==> src/verilog/lsd_pkg.sv <==
// Constants, field layouts and carrier types of the LO synthesizer divider control.
// Assumes one 25 MHz clock and a VCO edge signal that arrives asynchronously.
package lsd_pkg;

	localparam int REF_W   = 14;
	localparam int SWAL_W  = 5;
	localparam int MAIN_W  = 13;
	localparam int PRESC_P = 8;
	localparam int PRESC_W = 4;
	localparam int HR_W    = 4;
	localparam int ABL_W   = 3;
	localparam int BAND_W  = 5;
	localparam int AMP_W   = 3;
	localparam int PFD_CNT_W = 3;
	localparam int FB_GAP_W  = 17;
	localparam int HR_GAP_W  = 5;

	localparam logic [PRESC_W-1:0]   PRESC_LOAD_PLAIN = PRESC_W'(PRESC_P - 1);
	localparam logic [PRESC_W-1:0]   PRESC_LOAD_SWAL  = PRESC_W'(PRESC_P);
	localparam logic [HR_W-1:0]      HR_MAX       = 4'hC;
	localparam logic [HR_W-1:0]      HR_LOAD_OFS  = 4'h3;
	localparam logic [HR_GAP_W-1:0]  HR_HALF_OFS  = 5'h04;
	localparam logic [HR_W-1:0]      HR_RST       = 4'h0;
	localparam logic [PFD_CNT_W-1:0] BAND_PFD_CYCLES = 3'h5;
	localparam logic [PFD_CNT_W-1:0] BAND_LAST    = 3'h4;
	localparam logic [BAND_W-1:0]    BAND_START   = 5'h10;
	localparam logic [BAND_W-1:0]    BAND_RST     = 5'h10;
	localparam logic [AMP_W-1:0]     AMP_MAX      = 3'h7;
	localparam logic [AMP_W-1:0]     AMP_RST      = 3'h4;
	localparam logic [1:0]           FB_PER_REF   = 2'h1;
	localparam logic [1:0]           FB_CNT_SAT   = 2'h3;

	typedef struct packed {
		logic [REF_W-1:0]  ref_ratio;
		logic [MAIN_W-1:0] main_count;
		logic [SWAL_W-1:0] swallow_count;
		logic [HR_W-1:0]   half_rate_code;
		logic [ABL_W-1:0]  abl_delay;
	} lsd_cfg_type;

	typedef struct packed {
		logic up;
		logic down;
	} lsd_pump_type;

	typedef enum logic [1:0] {
		CAL_IDLE  = 2'b00,
		CAL_BAND  = 2'b01,
		CAL_APPLY = 2'b10
	} lsd_cal_state_type;

endpackage

==> src/verilog/lsd_div_counter.sv <==
// Reloading down-counter used by the reference, prescaler, main and half-rate dividers of the synthesizer.
// Assumes tick_in and load_in come from logic on clock_in; period is load_in + 1 ticks.
module lsd_div_counter
	import lsd_pkg::*;
#(
	parameter int W = REF_W
)
(
	input  wire logic         clock_in,
	input  wire logic         rst_n_in,
	input  wire logic         tick_in,
	input  wire logic [W-1:0] load_in,
	output logic              pulse_out
);

	logic [W-1:0] count_q;
	logic [W-1:0] count_d;
	logic         pulse_q;
	wire          at_end = tick_in && (count_q == '0);

	// Ratio is taken at the reload, so a new setting acts from the next period
	assign count_d   = at_end ? load_in : (tick_in ? count_q - 1'b1 : count_q);
	assign pulse_out = pulse_q;

	always_ff @(posedge clock_in or negedge rst_n_in)
	begin
		if (!rst_n_in)
		begin
			count_q <= '0;
			pulse_q <= 1'b0;
		end
		else
		begin
			count_q <= count_d;
			pulse_q <= at_end;
		end
	end

endmodule

==> src/verilog/lsd_synth_ctrl.sv <==
// Top of the LO synthesizer digital control: dividers, phase detector, calibration.
// Assumes vco_in is an asynchronous VCO edge signal whose edges are at least three
// clocks apart, and that cfg_in is held stable while the loop runs.
module lsd_synth_ctrl
	import lsd_pkg::*;
(
	input  wire logic         clock_in,
	input  wire logic         rst_n_in,
	input  wire lsd_cfg_type  cfg_in,
	input  wire logic         reg3_write_in,
	input  wire logic         vco_in,
	output lsd_pump_type      pump_out,
	output logic              vtune_ref_sel_out,
	output logic [BAND_W-1:0] band_out,
	output logic [AMP_W-1:0]  amplitude_out,
	output logic [HR_W-1:0]   half_rate_out,
	output logic              lo_i_out,
	output logic              lo_q_out
);

	function automatic logic [AMP_W-1:0] amp_of(input logic [BAND_W-1:0] band);
		// Low bands sit at the weak end of the tank, so they get more drive
		amp_of = AMP_MAX - band[BAND_W-1 -: AMP_W];
	endfunction

	function automatic logic [HR_W-1:0] hr_clip(input logic [HR_W-1:0] code);
		hr_clip = (code > HR_MAX) ? HR_MAX : code;
	endfunction

	// VCO edge synchroniser: the first stage feeds only the second
	logic vco_meta_q;
	logic vco_sync_q;
	logic vco_last_q;

	always_ff @(posedge clock_in or negedge rst_n_in)
	begin
		if (!rst_n_in)
		begin
			vco_meta_q <= 1'b0;
			vco_sync_q <= 1'b0;
			vco_last_q <= 1'b0;
		end
		else
		begin
			vco_meta_q <= vco_in;
			vco_sync_q <= vco_meta_q;
			vco_last_q <= vco_sync_q;
		end
	end

	wire vco_rise   = vco_sync_q & ~vco_last_q;
	wire vco_change = vco_sync_q ^ vco_last_q;

	// Dividers
	logic              ref_pulse;
	logic              presc_pulse;
	logic              fb_pulse;
	logic              hr_pulse;
	logic [SWAL_W-1:0] swal_rem_q;
	logic [HR_W-1:0]   hr_active_q;

	wire [REF_W-1:0]   ref_load   = cfg_in.ref_ratio - 1'b1;
	wire [MAIN_W-1:0]  main_load  = cfg_in.main_count - 1'b1;
	// Modulus P+1 while swallows remain, P afterwards
	wire [PRESC_W-1:0] presc_load = (swal_rem_q != '0) ? PRESC_LOAD_SWAL
	                                                  : PRESC_LOAD_PLAIN;
	wire [HR_W-1:0]    hr_load    = hr_active_q + HR_LOAD_OFS;

	lsd_div_counter #(.W(REF_W)) u_ref_div (
		.clock_in  (clock_in),
		.rst_n_in  (rst_n_in),
		.tick_in   (1'b1),
		.load_in   (ref_load),
		.pulse_out (ref_pulse)
	);

	lsd_div_counter #(.W(PRESC_W)) u_presc (
		.clock_in  (clock_in),
		.rst_n_in  (rst_n_in),
		.tick_in   (vco_rise),
		.load_in   (presc_load),
		.pulse_out (presc_pulse)
	);

	lsd_div_counter #(.W(MAIN_W)) u_main_div (
		.clock_in  (clock_in),
		.rst_n_in  (rst_n_in),
		.tick_in   (presc_pulse),
		.load_in   (main_load),
		.pulse_out (fb_pulse)
	);

	// Counts both VCO edges, so one step is half a VCO period
	lsd_div_counter #(.W(HR_W)) u_half_rate (
		.clock_in  (clock_in),
		.rst_n_in  (rst_n_in),
		.tick_in   (vco_change),
		.load_in   (hr_load),
		.pulse_out (hr_pulse)
	);

	// Swallow count is reloaded at each feedback cycle; needs main > swallow
	always_ff @(posedge clock_in or negedge rst_n_in)
	begin
		if (!rst_n_in)
			swal_rem_q <= '0;
		else if (fb_pulse)
			swal_rem_q <= cfg_in.swallow_count;
		else if (presc_pulse && swal_rem_q != '0)
			swal_rem_q <= swal_rem_q - 1'b1;
	end

	// Quadrature divide-by-four as a two-bit Johnson counter
	logic [1:0] quad_q;
	wire  [1:0] quad_d = hr_pulse ? {quad_q[0], ~quad_q[1]} : quad_q;

	// Phase-frequency detector with anti-backlash hold
	lsd_pump_type     pump_q;
	logic [ABL_W-1:0] abl_cnt_q;
	wire  both_on  = pump_q.up & pump_q.down;
	wire  abl_done = both_on && (abl_cnt_q == cfg_in.abl_delay);
	// A new divider pulse wins over the reset of its flag
	wire  up_d     = ref_pulse | (pump_q.up & ~abl_done);
	wire  dn_d     = fb_pulse | (pump_q.down & ~abl_done);
	wire [ABL_W-1:0] abl_cnt_d = (both_on && !abl_done) ? abl_cnt_q + 1'b1 : '0;

	always_ff @(posedge clock_in or negedge rst_n_in)
	begin
		if (!rst_n_in)
		begin
			quad_q    <= 2'h0;
			pump_q    <= '0;
			abl_cnt_q <= '0;
		end
		else
		begin
			quad_q    <= quad_d;
			pump_q    <= '{up: up_d, down: dn_d};
			abl_cnt_q <= abl_cnt_d;
		end
	end

	// Calibration: binary band search, one bit per reference period
	lsd_cal_state_type    state_q;
	lsd_cal_state_type    state_d;
	logic [BAND_W-1:0]    band_q;
	logic [BAND_W-1:0]    band_d;
	logic [BAND_W-1:0]    trial_q;
	logic [BAND_W-1:0]    trial_d;
	logic [PFD_CNT_W-1:0] pfd_cnt_q;
	logic [PFD_CNT_W-1:0] pfd_cnt_d;
	logic [AMP_W-1:0]     amp_q;
	logic [AMP_W-1:0]     amp_d;
	logic [HR_W-1:0]      hr_d;
	logic                 vtune_q;
	logic                 vtune_d;
	logic [1:0]           fb_cnt_q;

	wire too_fast = fb_cnt_q > FB_PER_REF;
	wire [BAND_W-1:0] band_step = (too_fast ? (band_q & ~trial_q) : band_q) | (trial_q >> 1);
	wire [1:0] fb_cnt_d = ref_pulse ? {1'b0, fb_pulse}
	                    : ((fb_pulse && fb_cnt_q != FB_CNT_SAT) ? fb_cnt_q + 1'b1 : fb_cnt_q);

	always_comb
	begin
		state_d   = state_q;
		band_d    = band_q;
		trial_d   = trial_q;
		pfd_cnt_d = pfd_cnt_q;
		amp_d     = amp_q;
		hr_d      = hr_active_q;
		vtune_d   = vtune_q;
		// Any write restarts, even one that lands mid-calibration
		if (reg3_write_in)
		begin
			state_d   = CAL_BAND;
			band_d    = BAND_START;
			trial_d   = BAND_START;
			pfd_cnt_d = '0;
			vtune_d   = 1'b1;
		end
		else
		begin
			case (state_q)
				CAL_IDLE:
					state_d = CAL_IDLE;
				CAL_BAND:
					if (ref_pulse)
					begin
						band_d    = band_step;
						trial_d   = trial_q >> 1;
						pfd_cnt_d = pfd_cnt_q + 1'b1;
						if (pfd_cnt_q == BAND_LAST)
						begin
							state_d = CAL_APPLY;
							vtune_d = 1'b0;
						end
					end
				CAL_APPLY:
				begin
					amp_d   = amp_of(band_q);
					hr_d    = hr_clip(cfg_in.half_rate_code);
					state_d = CAL_IDLE;
				end
				default:
					state_d = CAL_IDLE;
			endcase
		end
	end

	always_ff @(posedge clock_in or negedge rst_n_in)
	begin
		if (!rst_n_in)
		begin
			state_q     <= CAL_IDLE;
			band_q      <= BAND_RST;
			trial_q     <= '0;
			pfd_cnt_q   <= '0;
			amp_q       <= AMP_RST;
			hr_active_q <= HR_RST;
			vtune_q     <= 1'b0;
			fb_cnt_q    <= '0;
		end
		else
		begin
			state_q     <= state_d;
			band_q      <= band_d;
			trial_q     <= trial_d;
			pfd_cnt_q   <= pfd_cnt_d;
			amp_q       <= amp_d;
			hr_active_q <= hr_d;
			vtune_q     <= vtune_d;
			fb_cnt_q    <= fb_cnt_d;
		end
	end

	assign pump_out          = pump_q;
	assign vtune_ref_sel_out = vtune_q;
	assign band_out          = band_q;
	assign amplitude_out     = amp_q;
	assign half_rate_out     = hr_active_q;
	assign lo_i_out          = quad_q[1];
	assign lo_q_out          = quad_q[0];

	// Period helpers read only by the checks below
	logic [REF_W-1:0]    ref_gap_q;
	logic [FB_GAP_W-1:0] fb_gap_q;
	logic [HR_GAP_W-1:0] hr_gap_q;
	logic                ref_seen_q;
	logic [1:0]          fb_seen_q;
	logic [1:0]          hr_seen_q;
	// Load that the running reference period was started with
	logic [REF_W-1:0]    ref_load_q;
	logic [REF_W-1:0]    ref_used_q;
	// Ratio copy, so a changed ratio restarts the feedback settling count
	logic [MAIN_W+SWAL_W-1:0] fb_cfg_q;

	always_ff @(posedge clock_in or negedge rst_n_in)
	begin
		if (!rst_n_in)
		begin
			ref_gap_q  <= '0;
			fb_gap_q   <= '0;
			hr_gap_q   <= '0;
			ref_seen_q <= 1'b0;
			fb_seen_q  <= '0;
			hr_seen_q  <= '0;
			ref_load_q <= '0;
			ref_used_q <= '0;
			fb_cfg_q   <= '0;
		end
		else
		begin
			ref_gap_q  <= ref_pulse ? '0 : ref_gap_q + 1'b1;
			fb_gap_q   <= fb_pulse ? FB_GAP_W'(vco_rise) : fb_gap_q + FB_GAP_W'(vco_rise);
			hr_gap_q   <= hr_pulse ? HR_GAP_W'(vco_change) : hr_gap_q + HR_GAP_W'(vco_change);
			ref_seen_q <= ref_seen_q | ref_pulse;
			fb_seen_q  <= (fb_cfg_q != {cfg_in.main_count, cfg_in.swallow_count}) ? '0
			            : ((fb_pulse && fb_seen_q != FB_CNT_SAT) ? fb_seen_q + 1'b1 : fb_seen_q);
			fb_cfg_q   <= {cfg_in.main_count, cfg_in.swallow_count};
			// Two pulses after apply, so the checked period was loaded with the new code
			hr_seen_q  <= (state_q == CAL_APPLY) ? '0
			            : ((hr_pulse && !hr_seen_q[1]) ? hr_seen_q + 1'b1 : hr_seen_q);
			ref_load_q <= ref_load;
			ref_used_q <= ref_pulse ? ref_load_q : ref_used_q;
		end
	end
endmodule

==> config.mk <==
export PLATFORM = sky130hd
export DESIGN_NAME = lsd_synth_ctrl
export DESIGN_NICKNAME = d
export VERILOG_FILES = /design/src/verilog/lsd_pkg.sv /design/src/verilog/lsd_div_counter.sv /design/src/verilog/lsd_synth_ctrl.sv
export SDC_FILE = /design/constraint.sdc
export NUM_CORES = 1
export LEC_CHECK = 0
export ABC_AREA = 1
export ABC_CLOCK_PERIOD_IN_PS = 3900
export BUFFER_PORTS_ARGS = -buffer_cell sky130_fd_sc_hd__clkbuf_2
export CAP_MARGIN = 20
export CORE_MARGIN = 2
export CORE_UTILIZATION = 60
export CTS_CLUSTER_DIAMETER = 60
export DETAILED_ROUTE_END_ITERATION = 10
export GPL_TIMING_DRIVEN = 1
export PLACE_DENSITY = 0.83
export SLEW_MARGIN = 5
export SYNTH_ARGS = -nofsm -noshare
export SYNTH_HDL_FRONTEND = slang
export SYNTH_SLANG_ARGS = --single-unit
export TNS_END_PERCENT = 10
==> constraint.sdc <==
create_clock -name clock_in -period 3.9 [get_ports clock_in]
set_input_delay 0.78 -clock clock_in [delete_from_list [all_inputs] [get_ports clock_in]]
set_output_delay 0.78 -clock clock_in [all_outputs]
set_load 0.005 [all_outputs]
==> flow_summary.json, run 1 <==
{
  "holdPathStages": 0,
  "timing.rr.start": "u_presc.pulse_out",
  "rsz0062_at_grt": "no",
  "gp_congestion": 0.972,
  "async_flop_share": 1.00,
  "post-synth-top-count-cell": "nand2_1",
  "htree_levels": 3,
  "synth-seq-area-share": 0.444,
  "netlist_area_mm2": 0.00445,
  "ys_top_cells_by_count": "nand2_1 (123), inv_1 (89), dfrtp_1 (77)",
  "synth_top_flop_cell": "dfrtp_1",
  "cp.arrival_ps": 2540,
  "tightest_slew_ps": 964,
  "fmax_mhz": 436,
  "drv_slew": 0,
  "pin_count": 60,
  "yosys.area.top_type_share": 0.433,
  "post-route-min-period_ps": 2300,
  "cts_sinks": 79,
  "fin_nets": 678,
  "drtPass1Iterations": 4,
  "cts_max_path_buffers": 2,
  "path_class": "flop to flop",
  "p_clk_frac": 0.278,
  "period_share": 0.589,
  "cts_resized": 0,
  "netlist_top_cells_area": "dfrtp_1 (43%), nand2_1 (10%), inv_1 (7.5%), nand3_1 (5.1%), nor2_1 (4.6%)",
  "grt_max_degree": 80,
  "yosysUniqueCellTypes": 37,
  "setup-tns-final_ps": 0,
  "synth_edf_count": 0,
  "finalHoldViolations": 0,
  "end_kind": "flop",
  "p_comb_frac": 0.253,
  "critical_path.startpoint_type": "flop",
  "grt_overflow": 0,
  "grt_usage": 0.236,
  "wl_per_cell_um": 12.6,
  "ant_nets": 0,
  "p_seq_frac": 0.469,
  "design.core.area_mm2": 0.00721,
  "reg2reg_to": "u_main_div.count_q[10]",
  "switching_share": 0.340,
  "first_iter_violations": 187,
  "synth_nets": 610,
  "wirelength_um": 9100,
  "root_buffer": "clkbuf_8",
  "drc": 0,
  "die_w_um": 90.2,
  "p_per_area_mw_per_mm2": 439,
  "post_cts_buffers": 0,
  "dp_cells": 709,
  "dieArea_mm2": 0.00813,
  "cts_tree": "yes",
  "yosys.area.top_type": "dfrtp_1",
  "maxCapViolations": 0,
  "rows": 31,
  "setup_viol": 0,
  "vias": 3746,
  "grt_pass1_vias": 3753,
  "synth_seq_cells": 79,
  "worst_hold_startpoint": "vco_meta_q",
  "avgSynthCellArea_um2": 8.05,
  "cellLeakagePower_uw": 0.00263,
  "clock_skew_ps": 11.9,
  "die_h_um": 90.2,
  "syn_inst": 553,
  "grt_pass1_wl_um": 15800,
  "clk_latency_ps": 350,
  "slew_headroom": 0.357,
  "initial_utilization": 0.617,
  "p_int_uw": 1470,
  "port_buffers": 59,
  "final_cells": 725,
  "reg2reg_setup_slack_ps": 1600,
  "antenna_found_initial": 0,
  "status": "complete, no violations",
  "syn_to_final_growth_pct": 13.6,
  "numCtsBuffers": 9,
  "via_per_inst": 5.17,
  "hold_class": "flop to flop",
  "min_to": "vco_sync_q",
  "synth-warning-count": 0,
  "dpl.hpwl_um": 6790,
  "drive_gt1_frac": 0.195,
  "fin_util": 0.701,
  "rr_worst_depth": 14,
  "peakVddDrop_uv": 216,
  "power.net_switching_uw": 755,
  "diodes": 0,
  "cts_hold_buf": 0,
  "crit_fanout": 19,
  "clkTransAtPathRegs_ps": 90,
  "startpoint": "u_presc.pulse_out",
  "crit_required_ps": 4140
}
metal layers:
metal | up-vias | wire length (um) | global-route usage
met2 | 79 | 4620 | 0.413
met1 | 1758 | 3990 | 0.283
met5 | - | 0 | 0
met3 | 20 | 293 | 0.0511
met4 | 0 | 189 | 0.0962
li1 | 1889 | - | -
layout make-up:
class | instances | area, um^2
Fill cell | 599 | 2160
Multi-Input combinational cell | 376 | 2080
Sequential cell | 79 | 1980
Inverter | 95 | 362
Timing Repair Buffer | 60 | 305
Clock buffer | 9 | 124
Tap cell | 99 | 124
Clock inverter | 7 | 80.1
state kept, by name, summed over array words and instances (netlist names), 2 cells and up:
register	cells
pump_out	2
trial_q	5
u_main_div.count_q	13
u_presc.count_q	4
band_out	5
amplitude_out	3
state_q	2
half_rate_out	4
u_half_rate.count_q	4
swal_rem_q	5
u_ref_div.count_q	14
abl_cnt_q	3
quad_q	2
fb_cnt_q	2
pfd_cnt_q	3
metrics by stage:
| step | area (um^2) | hold WS, ps | total power (uW) | setup WS, ps |
|---|---|---|---|---|
| finish | 5060 | 356 | 2220 | 1600 |
| global route | 5060 | 384 | 2380 | 1340 |
| CTS | 5060 | 360 | 2240 | 1610 |
| detailed placement | 4850 | 338 | 1610 | 1630 |
| global placement | 4850 | 337 | 1580 | 1670 |
| floorplan | 4450 | 331 | 1450 | 1870 |
worst max-delay path by stage:
stage	end	slack (ps)
3_5_place_dp	u_main_div.count_q[10]	1630
5_1_grt	u_main_div.count_q[12]	1340
2_1_floorplan	u_main_div.count_q[10]	1870
4_1_cts	u_main_div.count_q[10]	1610
6_report	u_main_div.count_q[10]	1600
3_3_place_gp	u_main_div.count_q[10]	1670
worst max-delay path: stages (launching register included):
cell      delay [ps]
dfrtp_1          320
buf_4            230
inv_6             70
nor2_4           100
nand2_4           70
nor2_8           190
nand3b_2         120
nand2_4          110
ha_1             170
inv_1             40
nor2_1           220
nand2_1          180
nor2_4           150
nand2_1           80
xor2_1           140
cell families (layout without fill, tap and decap cells):
group                      Yosys count  in the layout  synth area share
buffers and inverters               98            171            0.0876
AOI/OAI and AO/OA                   68             68            0.0871
xor gates and xnor gates            18             18            0.0354
and+or+nand+nor                    276            276             0.306
adders and majority gates           14             14            0.0393
DFF                                 79             79             0.444
power by group through the flow:
stage	clock (uW)	sequential, uW	combinational, uW
after global routing	665	1060	655
after CTS	631	1040	565
after detailed placement	0	1050	560
final	618	1040	561
after global placement	0	1040	538
after floorplan	0	1030	422
cell usage in the layout, fill, tap and decap left out, drive strengths merged, types with 4 or more instances in the layout:
master	Yosys	final
nor2	68	68
ha	14	14
o21ai	44	44
dfrtp	77	77
o31ai	6	6
a31oi	4	4
xnor2	8	8
nand3	50	50
clkbuf	2	67
xor2	10	10
inv	95	97
nor3	6	6
nand4	6	6
a21oi	7	7
nand3b	7	7
nand2	139	139
No activity file was read; power rests on OpenSTA's default activity.
==> run 2: changes to the inputs <==
--- a/config.mk
+++ b/config.mk
@@ -6,15 +6,15 @@
 export NUM_CORES = 1
 export LEC_CHECK = 0
 export ABC_AREA = 1
-export ABC_CLOCK_PERIOD_IN_PS = 3900
+export ABC_CLOCK_PERIOD_IN_PS = 2000
 export BUFFER_PORTS_ARGS = -buffer_cell sky130_fd_sc_hd__clkbuf_2
 export CAP_MARGIN = 20
 export CORE_MARGIN = 2
-export CORE_UTILIZATION = 60
+export CORE_UTILIZATION = 52
 export CTS_CLUSTER_DIAMETER = 60
 export DETAILED_ROUTE_END_ITERATION = 10
 export GPL_TIMING_DRIVEN = 1
-export PLACE_DENSITY = 0.83
+export PLACE_DENSITY = 0.76
 export SLEW_MARGIN = 5
 export SYNTH_ARGS = -nofsm -noshare
 export SYNTH_HDL_FRONTEND = slang
==> constraint.sdc (replaced) <==
create_clock -name clock_in -period 2 [get_ports clock_in]
set_input_delay 0.4 -clock clock_in [delete_from_list [all_inputs] [get_ports clock_in]]
set_output_delay 0.4 -clock clock_in [all_outputs]
set_load 0.005 [all_outputs]
==> run 2 against run 1 <==
Effect of this change: combinational power increased by 120%; sequential share of layout area decreased by 1.9 points; wire length is 3.9% higher; first-iteration DRC count decreased by 8.6%; total power is 110% higher; hold slack worse by 350 ps; core utilization fell by 5.7 points; largest power group unchanged.
==> flow_summary.json, run 2 (synthesized netlist as in run 1, its figures left out) <==
{
  "status": "complete, no violations",
  "via_per_inst": 5.10,
  "reg2reg_setup_slack_ps": 100,
  "post-route-min-period_ps": 1900,
  "drive_gt1_frac": 0.239,
  "die_w_um": 96.6,
  "syn_to_final_growth_pct": 19.4,
  "grt_pass1_vias": 3572,
  "cts_max_path_buffers": 2,
  "reg2reg_to": "u_main_div.count_q[10]",
  "tightest_slew_ps": 498,
  "antenna_found_initial": 0,
  "largest_reg_flops": 14,
  "pin_count": 60,
  "fmax_mhz": 525,
  "port_buffers": 59,
  "root_buffer": "clkbuf_8",
  "fin_nets": 701,
  "design.core.area_mm2": 0.00826,
  "clkTransAtPathRegs_ps": 80,
  "rr_worst_depth": 15,
  "htree_levels": 3,
  "slew_headroom": 0.668,
  "gp_congestion": 0.927,
  "dp_cells": 736,
  "p_per_area_mw_per_mm2": 866,
  "finalHoldViolations": 0,
  "rows": 33,
  "worst_slack_ps": 96.5,
  "clk_latency_ps": 350,
  "wirelength_um": 9460,
  "drtPass1Iterations": 5,
  "grt_max_degree": 43,
  "end_kind": "flop",
  "drc": 0,
  "wl_per_cell_um": 12.5,
  "cts_tree": "yes",
  "rsz0062_at_grt": "yes",
  "grt_overflow": 0,
  "ant_nets": 0,
  "final_cells": 754,
  "dpl_worst_slack_ps": -51.2,
  "vias": 3842,
  "startpoint": "u_presc.pulse_out",
  "clock_skew_ps": 10.7,
  "cp.arrival_ps": 2150,
  "drv_slew": 0,
  "first_iter_violations": 171,
  "most-common-layout-cells": "nand2_1 (121), inv_1 (88), dfrtp_1 (76)",
  "hold_ws_ps": 6.13,
  "crit_required_ps": 2250,
  "grt_pass1_wl_um": 15800,
  "setup_viol": 0,
  "initial_utilization": 0.539,
  "cts_sinks": 79,
  "top_regs": "u_ref_div.count_q: 14 flops, u_main_div.count_q: 13 flops",
  "critical_path.startpoint_type": "flop",
  "cellLeakagePower_uw": 0.00279,
  "timing.rr.start": "u_presc.pulse_out",
  "maxCapViolations": 0,
  "hold_class": "primary input to asynchronous set/reset pin",
  "grt_usage": 0.219,
  "largest-register": "u_ref_div.count_q",
  "cp-endpoint": "u_main_div.count_q[10]",
  "peakVddDrop_uv": 386,
  "numCtsBuffers": 9,
  "die_h_um": 96.6,
  "dieArea_mm2": 0.00932,
  "final_common_cell": "nand2_1",
  "crit_fanout": 8,
  "diodes": 0,
  "period_share": 0.952,
  "dpl.hpwl_um": 7250,
  "path_class": "flop to flop"
}
run 2: repair_timing:
action,CTS,global route
pin swaps,0,1
setup buffers,0,2
gates resized for setup,2,12
endpoints found under the setup margin,3,15
hold buffers,0,0
gates cloned,0,0
hold endpoints to repair,0,0
run 2: report_power, final:
| part | switching, uW | internal (uW) |
|---|---|---|
| clock network | 588 | 743 |
| registers | 169 | 1840 |
| logic | 744 | 515 |
run 2: stage by stage:
step	util	total power (uW)	area, um^2	TNS, ps
after detailed placement	0.609	3270	5030	-106
after global routing	0.644	4910	5320	-143
after floorplan	-	2830	4450	0
after CTS	0.638	4620	5270	0
final	0.644	4600	5320	0
after global placement	0.609	3200	5030	-17.8
run 2: worst min path at each step:
stage	from	endpoint	slack, ps	cells after the start
after floorplan	rst_n_in	abl_cnt_q[0]	100	0
after global placement	vco_meta_q	vco_sync_q	350	0
after detailed placement	vco_meta_q	vco_sync_q	350	0
after CTS	rst_n_in	trial_q[1]	20	1
after global routing	rst_n_in	u_ref_div.count_q[1]	50	1
final	rst_n_in	u_ref_div.count_q[1]	6	1
run 2: final cells by class:
| type | count | area (um^2) |
|---|---|---|
| flip-flops and latches | 79 | 1980 |
| clock buffers | 10 | 138 |
| well taps | 105 | 131 |
| inverters | 95 | 362 |
| clock inverters | 6 | 91.3 |
| repair buffers | 83 | 498 |
| multi-input cells | 376 | 2120 |
| fillers | 719 | 2940 |
run 2: metal layers:
layer	share of wire	vias to the layer above	wire length (um)	GRT usage
li1	-	1937	-	-
met1	0.45	1800	4280	0.282
met4	0.016	0	152	0.0833
met2	0.49	93	4650	0.377
met5	0	-	0	0
met3	0.040	12	378	0.0279
run 2: worst max-delay path: stages, from the launching register on:
cell and delay (ps):
dfrtp_2 450, inv_6 70, nor2_4 30, nand2_4 80
nor2_8 40, buf_6 140, nand2_4 70, nand2_2 60
nand2_4 60, ha_1 170, inv_2 50, nor2_4 130
nand2_2 100, nor2_4 120, nand2_1 80, xor2_1 140
